### config.mk
export PLATFORM = sky130hd
export DESIGN_NAME = cvs_core_regs
export DESIGN_NICKNAME = d
export VERILOG_FILES = /design/src/design/cvs_pkg.sv /design/src/design/cvs_step_timer.sv /design/src/design/cvs_core_regs.sv
export SDC_FILE = /design/constraint.sdc
export NUM_CORES = 1
export LEC_CHECK = 0
export ABC_AREA = 1
export BUFFER_PORTS_ARGS = -buffer_cell sky130_fd_sc_hd__buf_2
export CORE_UTILIZATION = 40
export CTS_CLUSTER_SIZE = 10
export DETAILED_ROUTE_END_ITERATION = 8
export SETUP_SLACK_MARGIN = 0.15
export SKIP_CTS_REPAIR_TIMING = 1
export SLEW_MARGIN = 10
export SYNTH_ARGS = -nofsm -noshare
export SYNTH_HDL_FRONTEND = slang
export SYNTH_SLANG_ARGS = --single-unit
### constraint.sdc
create_clock -name sys_clk -period 4.75 [get_ports sys_clk]
set_input_delay 1.1875 -clock sys_clk [delete_from_list [all_inputs] [get_ports sys_clk]]
set_output_delay 1.1875 -clock sys_clk [all_outputs]
set_load 0.005 [all_outputs]
### src/design/cvs_pkg.sv
// Package of constants and types for the core and regulator voltage select registers
package cvs_pkg;

  // ----------------------------------------------------------------
  // Register offsets
  // ----------------------------------------------------------------
  localparam logic [7:0] TRANSITION_CONTROL_OFFSET                = 8'h05;
  localparam logic [7:0] CORE_VOLTAGE_CODE_OFFSET                 = 8'h06;
  localparam logic [7:0] CORE_SLEW_SELECT_OFFSET                  = 8'h07;
  localparam logic [7:0] LINEAR_REGULATOR_VOLTAGE_CONTROL_OFFSET  = 8'h08;

  // ----------------------------------------------------------------
  // Field positions and widths
  // ----------------------------------------------------------------
  localparam int CORE_CODE_WIDTH            = 5;
  localparam int SLEW_CODE_WIDTH            = 3;
  localparam int REG_CODE_WIDTH             = 3;
  localparam int TRANSITION_START_BIT       = 7;
  localparam int CORE_ADJUST_BIT            = 6;
  localparam int REGULATOR_TWO_CODE_LSB     = 4;
  localparam int REGULATOR_ONE_CODE_LSB     = 0;

  // ----------------------------------------------------------------
  // Reset values and fixed codes
  // ----------------------------------------------------------------
  localparam logic [4:0] CORE_CODE_RESET          = 5'h14;
  localparam logic [2:0] SLEW_CODE_RESET          = 3'h6;
  localparam logic       CORE_ADJUST_RESET        = 1'b1;
  localparam logic [2:0] SLEW_IMMEDIATE           = 3'h7;
  localparam logic [4:0] CORE_CODE_PIN_LOW        = 5'h10;
  localparam logic [4:0] CORE_CODE_PIN_HIGH       = 5'h1f;
  // Regulator default codes per preselect pin pair {a,b}: {one[2:0], two[2:0]}
  localparam logic [5:0] REGULATOR_DEFAULT_00     = 6'h00;
  localparam logic [5:0] REGULATOR_DEFAULT_01     = 6'h09;
  localparam logic [5:0] REGULATOR_DEFAULT_10     = 6'h1b;
  localparam logic [5:0] REGULATOR_DEFAULT_11     = 6'h3f;

  // ----------------------------------------------------------------
  // Timing: one 25 mV code step at the slowest rate of 0.225 mV/us
  // ----------------------------------------------------------------
  localparam int CLOCK_PERIOD_NS            = 10;
  localparam int CODE_STEP_UV               = 25000;
  localparam int SLOWEST_RATE_UV_PER_US     = 225;
  localparam int SLOWEST_STEP_NS            = (CODE_STEP_UV * 1000 + SLOWEST_RATE_UV_PER_US - 1) /
                                              SLOWEST_RATE_UV_PER_US;
  localparam int SLOWEST_STEP_CYCLES        = (SLOWEST_STEP_NS + CLOCK_PERIOD_NS - 1) / CLOCK_PERIOD_NS;

  typedef struct packed {
    logic       write;
    logic       read;
    logic [7:0] addr;
    logic [7:0] wdata;
  } cvs_reg_req_type;

endpackage

### src/design/cvs_step_timer.sv
// Step timer that paces one core code step at the selected slew rate
`timescale 1ns/1ps
module cvs_step_timer
  import cvs_pkg::*;
#(
  parameter int SLOWEST_CYCLES = SLOWEST_STEP_CYCLES
) (
  input  wire logic       sys_clk,
  input  wire logic       sys_rst,
  input  wire logic       run,
  input  wire logic [2:0] slewCode,
  output logic            stepTick
);

  localparam int CW = $clog2(SLOWEST_CYCLES + 1);

  logic [CW-1:0] count;
  logic [CW-1:0] next_count;
  logic          next_stepTick;
  logic [CW-1:0] period;

  // Each slew code doubles the rate, so the step period halves
  always_comb begin
    period = CW'(SLOWEST_CYCLES) >> slewCode;
    if (period == '0) begin
      period = CW'(1);
    end
    next_count    = count;
    next_stepTick = 1'b0;
    if (!run) begin
      next_count = '0;
    end else if (count + CW'(1) >= period) begin
      next_count    = '0;
      next_stepTick = 1'b1;
    end else begin
      next_count = count + CW'(1);
    end
  end

  always_ff @(posedge sys_clk) begin
    if (sys_rst) begin
      count    <= '0;
      stepTick <= 1'b0;
    end else begin
      count    <= next_count;
      stepTick <= next_stepTick;
    end
  end

endmodule

### src/design/cvs_core_regs.sv
// Core voltage code, slew select and regulator voltage registers with ramp control
//
// Overview of operation
// (RULE1) Bits 4 to 0 of the core code register are the converter target, 0.8 V plus 25 mV per code, 11111 = 1.575 V.
// (RULE2) The core code field resets to 10100 (1.3 V) and is readable and writable.
// (RULE3) Lockout, input A low, power-on reset output active or low backup supply return the core code to default.
// (RULE4) A 3-bit slew code sets the ramp rate, 0.225 mV/us doubling per step to 14.4 mV/us, 111 immediate, reset 110.
// (RULE5) Regulator two code at bits 6 to 4 selects 1.05 to 3.3 V.
// (RULE6) Regulator one code selects 1 to 3.15 V.
// (RULE7) Both regulator codes reset from the two preselect pins.
// (RULE8) Setting the transition-start bit ramps the core output to the stored code; the bit self-clears on arrival.
// (RULE9) With core adjust permission 0 the output follows the written code; with 1 it follows the setting pin.
`timescale 1ns/1ps
module cvs_core_regs
  import cvs_pkg::*;
#(
  parameter int SLOWEST_CYCLES = SLOWEST_STEP_CYCLES
) (
  input  wire logic            sys_clk,
  input  wire logic            sys_rst,
  input  wire cvs_reg_req_type regReq,
  output logic [7:0]           regRdata,
  output logic                 regRvalid,
  input  wire logic            undervoltageLockout,
  input  wire logic            inputANeg,
  input  wire logic            powerOnResetOutput,
  input  wire logic            backupSupplyLow,
  input  wire logic            regulatorPreselectPinA,
  input  wire logic            regulatorPreselectPinB,
  input  wire logic            coreSettingPin,
  output logic [4:0]           coreConverterOutput,
  output logic                 rampBusy,
  output logic [2:0]           regulatorOneCode,
  output logic [2:0]           regulatorTwoCode
);

  // ----------------------------------------------------------------
  // Pin synchronisers
  // ----------------------------------------------------------------
  localparam int NPINS = 7;
  logic [NPINS-1:0] pinRaw;
  logic [NPINS-1:0] pinMeta;
  logic [NPINS-1:0] pinSync;

  assign pinRaw = {coreSettingPin, regulatorPreselectPinB, regulatorPreselectPinA,
                   backupSupplyLow, powerOnResetOutput, inputANeg, undervoltageLockout};

  always_ff @(posedge sys_clk) begin
    pinMeta <= pinRaw;
    pinSync <= pinMeta;
  end

  logic resetEvent;
  assign resetEvent = pinSync[0] | ~pinSync[1] | pinSync[2] | pinSync[3];

  function automatic logic [5:0] regulatorDefault(input logic [1:0] pins);
    case (pins)
      2'b00:   regulatorDefault = REGULATOR_DEFAULT_00;
      2'b01:   regulatorDefault = REGULATOR_DEFAULT_01;
      2'b10:   regulatorDefault = REGULATOR_DEFAULT_10;
      default: regulatorDefault = REGULATOR_DEFAULT_11;
    endcase
  endfunction

  // ----------------------------------------------------------------
  // Address decode
  // ----------------------------------------------------------------
  // One-hot register select, shared by the write decode and the read mux
  function automatic logic [3:0] regSelect(input logic [7:0] addr);
    if (addr == TRANSITION_CONTROL_OFFSET) begin
      regSelect = 4'h1;
    end else if (addr == CORE_VOLTAGE_CODE_OFFSET) begin
      regSelect = 4'h2;
    end else if (addr == CORE_SLEW_SELECT_OFFSET) begin
      regSelect = 4'h4;
    end else if (addr == LINEAR_REGULATOR_VOLTAGE_CONTROL_OFFSET) begin
      regSelect = 4'h8;
    end else begin
      regSelect = 4'h0;
    end
  endfunction

  // ----------------------------------------------------------------
  // Registers and ramp
  // ----------------------------------------------------------------
  logic [4:0] coreCode;
  logic [2:0] slewCode;
  logic       transitionStart;
  logic       coreAdjust;
  logic [4:0] next_coreCode;
  logic [2:0] next_slewCode;
  logic       next_transitionStart;
  logic       next_coreAdjust;
  logic [2:0] next_regulatorOneCode;
  logic [2:0] next_regulatorTwoCode;
  logic [4:0] next_coreConverterOutput;
  logic       next_rampBusy;
  logic [7:0] next_regRdata;
  logic       next_regRvalid;
  logic       stepTick;
  logic [5:0] regDefault;
  logic       wrCore;
  logic       wrSlew;
  logic       wrCtrl;
  logic       wrReg;
  logic [3:0] wrSel;
  logic [3:0] rdSel;

  assign regDefault = regulatorDefault({pinSync[4], pinSync[5]});
  assign wrSel  = regReq.write ? regSelect(regReq.addr) : 4'h0;
  assign rdSel  = regReq.read ? regSelect(regReq.addr) : 4'h0;
  assign wrCtrl = wrSel[0];
  assign wrCore = wrSel[1];
  assign wrSlew = wrSel[2];
  assign wrReg  = wrSel[3];

  // ----------------------------------------------------------------
  // Step pacing
  // ----------------------------------------------------------------
  cvs_step_timer #(
    .SLOWEST_CYCLES (SLOWEST_CYCLES)
  ) u_step_timer (
    .sys_clk  (sys_clk),
    .sys_rst  (sys_rst),
    .run      (transitionStart && !coreAdjust && (coreConverterOutput != coreCode)),
    .slewCode (slewCode),
    .stepTick (stepTick)
  );

  always_comb begin
    next_coreCode            = coreCode;
    next_slewCode            = slewCode;
    next_transitionStart     = transitionStart;
    next_coreAdjust          = coreAdjust;
    next_regulatorOneCode    = regulatorOneCode;
    next_regulatorTwoCode    = regulatorTwoCode;
    next_coreConverterOutput = coreConverterOutput;
    if (wrCore) begin
      next_coreCode = regReq.wdata[CORE_CODE_WIDTH-1:0]; // RULE2
    end
    if (wrSlew) begin
      next_slewCode = regReq.wdata[SLEW_CODE_WIDTH-1:0]; // RULE4
    end
    if (wrReg) begin
      next_regulatorTwoCode = regReq.wdata[REGULATOR_TWO_CODE_LSB +: REG_CODE_WIDTH]; // RULE5
      next_regulatorOneCode = regReq.wdata[REGULATOR_ONE_CODE_LSB +: REG_CODE_WIDTH]; // RULE6
    end
    if (wrCtrl) begin
      next_coreAdjust = regReq.wdata[CORE_ADJUST_BIT];
    end
    // Ramp toward the stored code; arrival clears the start bit
    if (coreAdjust) begin
      next_coreConverterOutput = pinSync[6] ? CORE_CODE_PIN_HIGH : CORE_CODE_PIN_LOW; // RULE9
    end else if (transitionStart) begin
      if (coreConverterOutput == coreCode) begin
        next_transitionStart = 1'b0; // RULE8
      end else if (slewCode == SLEW_IMMEDIATE) begin
        next_coreConverterOutput = coreCode; // RULE4
      end else if (stepTick) begin
        next_coreConverterOutput = (coreConverterOutput < coreCode) ?
                                   coreConverterOutput + 5'h01 : coreConverterOutput - 5'h01; // RULE1
      end
    end
    // A write of the start bit wins over the self-clear
    if (wrCtrl && regReq.wdata[TRANSITION_START_BIT]) begin
      next_transitionStart = 1'b1; // RULE8
    end
    if (resetEvent) begin
      next_coreCode   = CORE_CODE_RESET; // RULE3
      next_coreAdjust = CORE_ADJUST_RESET;
    end
    next_rampBusy = next_transitionStart;
  end

  // ----------------------------------------------------------------
  // Read mux, answered one cycle after the read strobe
  // ----------------------------------------------------------------
  always_comb begin
    next_regRvalid = regReq.read;
    next_regRdata  = 8'h00;
    if (regReq.read) begin
      if (rdSel[1]) begin
        next_regRdata = {3'h0, coreCode};
      end else if (rdSel[2]) begin
        next_regRdata = {5'h00, slewCode};
      end else if (rdSel[0]) begin
        next_regRdata = {transitionStart, coreAdjust, 6'h00};
      end else if (rdSel[3]) begin
        next_regRdata = {1'b0, regulatorTwoCode, 1'b0, regulatorOneCode};
      end
    end
  end

  // ----------------------------------------------------------------
  // Register update
  // ----------------------------------------------------------------
  always_ff @(posedge sys_clk) begin
    if (sys_rst) begin
      coreCode            <= CORE_CODE_RESET; // RULE2
      slewCode            <= SLEW_CODE_RESET; // RULE4
      transitionStart     <= 1'b0;
      coreAdjust          <= CORE_ADJUST_RESET;
      regulatorOneCode    <= regDefault[5:3]; // RULE7
      regulatorTwoCode    <= regDefault[2:0]; // RULE7
      coreConverterOutput <= CORE_CODE_RESET;
      rampBusy            <= 1'b0;
      regRdata            <= 8'h00;
      regRvalid           <= 1'b0;
    end else begin
      coreCode            <= next_coreCode;
      slewCode            <= next_slewCode;
      transitionStart     <= next_transitionStart;
      coreAdjust          <= next_coreAdjust;
      regulatorTwoCode    <= next_regulatorTwoCode;
      regulatorOneCode    <= next_regulatorOneCode;
      coreConverterOutput <= next_coreConverterOutput;
      rampBusy            <= next_rampBusy;
      regRdata            <= next_regRdata;
      regRvalid           <= next_regRvalid;
    end
  end

endmodule

==> out/results.txt <==
Worst-path clk slew -> 0.07 ns
number of distinct library cells after synthesis -> 40
slew at the pin closest to its max-slew limit -> 0.8035 ns
Antenna Nets Post-Route -> 0
Mapped Area -> 0.003286 sq mm
Relative slew margins -> 45.87%
Final Hold Vio Count -> 0
CTS buffer count -> 9
drt pass-1 iters -> 4
vias per cell -> 4.966
post-route cell area -> 0.003820 sq mm
Antenna diodes -> 0
Post-route DRC -> 0
antenna violations before repair -> 0
initial drt markers -> 123
ys flop type -> dfxtp_1
sequential share of the synthesized area -> 37.78%
commonest cells after routing, fill and taps aside -> 90 x nand2_1, 57 x inv_1, 53 x dfxtp_1, 47 x buf_2, 31 x nor2_1
final setup vio count -> 0
CTS tree -> yes
Final Routed Wirelength -> 7.168 mm
Post-Syn Instances -> 428
Max IR drop VDD -> 0.2699 mV
Starting Density -> 41.87%
post-synth top area share -> 32.29%
Post-synth ARST share -> 0%
most common cell after layout, fill and taps aside -> nand2_1
reg2reg start -> slewCode[0]
type of origin of the critical path -> register
Clock Skew -> 0.008204 ns
Max-Cap Viols -> 0
critical path type -> register to register
cell area power density -> 286.9 mW/mm^2
setup TNS -> 0 ns
largest net degree at the start of global routing -> 16
fin crit period -> 2.893 ns
hpwl dp -> 5.655 mm
critical path cell sequence -> inv_1 -> ha_1 -> inv_1 -> nand2_1 -> o21ai_0 -> nand2_1 -> nor3_1 -> nand3_1 -> nand2_1 -> ha_1 -> nor2_1 -> o21ai_0 -> nand3_1 -> nand2_1 -> nand4_2 -> nor2_1
Clock Path Buffers -> 2
WP data required -> 4.99 ns
DR vias -> 2920
Top cell by count, worst path -> nand2_1
Worst Hold Launch -> pinMeta[1]
unrepaired setup endpoints after global routing -> false
Worst Path Buf+Inv -> 2
DP Area -> 0.003603 sq mm
Pins Over Slew Limit -> 0
syn nets -> 485
LEAKAGE -> 0.001831 uW
Avg Cell Area, Syn -> 7.677 sq um
critical path peak fanout -> 14
top cells by area, synth -> dfxtp_1 32%, ha_1 11%, nand2_1 10%
chip height -> 92.63 um
yosys synthesis warning count -> 0
total track usage -> 17.78%
core area -> 0.007848 sq mm
die area -> 0.008580 sq mm
TritonCTS Sinks -> 59
P&R area growth vs syn -> 16.26%
critical path's largest stage delay -> 0.47 ns
number of register bits inferred by synthesis -> 59
number of global-route vias before repair -> 2605
crit path launch -> slewCode[0]
Final nets -> 538
worst-skew pair later-pin latency -> 0.34 ns
row count -> 32
number of H-tree levels -> 3
status -> finished, final reports clean
final worst path period share -> 60.91%
EDFF count, synth -> 6
io pins -> 48
Hold Crit Class -> register to register
CP delay by family, top -> simple AND/OR/NAND/NOR gates
Crit. End Element -> register
clock root cell -> clkbuf_8
aggregate global routing overflow -> 0
crit path max-delay cell type -> dfxtp_1
final core utilization -> 48.68%
port bufs -> 47
WHS -> 0.3272 ns
Die X -> 92.63 um
Max Freq -> 0.3456 GHz
cell taking the most area after synthesis -> dfxtp_1
layout cell share with drive strength beyond 1 -> 21.81%
post-DR wirelength/cell -> 12.19 um
global-route wire length before repair -> 11.87 mm
GP Congestion -> 0.8463
Critical Path AT -> 3.14 ns
sequential cells by signal, summed over array words and instances (netlist names), 3 cells and up:
register / cells
coreConverterOutput: 5
pinMeta: 7
regRdata: 8
slewCode: 3
regulatorOneCode: 3
pinSync: 7
regulatorTwoCode: 3
coreCode: 5
u_step_timer.count: 14
synth_stat cells, types with 2 or more instances:
cell type and n:
nand2_2 5, inv_1 57, xor2_1 6, nand4_1 3, dfxtp_1 53, a21oi_1 25, nor2_2 14, inv_2 8
nand3_1 24, nand3b_1 4, nor2_4 3, nand2_1 90, o21ai_1 3, nor3_1 9, nand3_2 2, buf_6 3
o21ai_0 25, nand4_2 2, ha_1 29, nor2_1 31, edfxtp_1 6, o211ai_1 8
metal layers:
metal  wire length (um)  up-vias  global-route usage (%)
met5                  0        -                       0
met1               3650     1334                   24.71
li1                   -     1504                       -
met4                110        0                   5.897
met2               3109       70                   27.10
met3                298       12                   4.105
stage by stage:
step	total power [uW]	setup slack, ns	cells
after global placement	605.0	1.984	572
after detailed placement	606.3	1.889	572
after CTS	1108	1.864	588
final	1096	1.857	588
after global routing	1144	1.484	588
after floorplan	577.2	2.270	428
logic make-up after synthesis:
| family | count (synthesis) | synth area share (%) |
|---|---|---|
| buf+inv | 71 | 8.987 |
| simple gates | 195 | 28.52 |
| fa+ha+maj | 30 | 11.65 |
| xor+xnor | 7 | 1.866 |
| compound gates | 66 | 11.20 |
| flops | 59 | 37.78 |
power breakdown:
group / switching (uW) / internal, uW
sequential: 6.29 / 516
clock: 208 / 293
combinational: 43.1 / 29.7
area by class of cell:
cell class                      count  area (sq um)
Clock buffer                        9         123.9
Clock inverter                      7         92.59
Fill cell                         811          4028
Inverter                           66         250.2
Multi-Input combinational cell    298          1749
Sequential cell                    59          1241
Tap cell                          102         127.6
Timing Repair Buffer               47         235.2
final timing paths:
check	endpoint	slack, ns	cells past startpoint
worst max-delay path	u_step_timer.count[1]	1.86	16
worst min-delay path	pinSync[1]	0.33	0
worst max register to register	u_step_timer.count[1]	1.86	16
worst min register to register	pinSync[1]	0.33	0
Power figures use the tool's default switching activity.
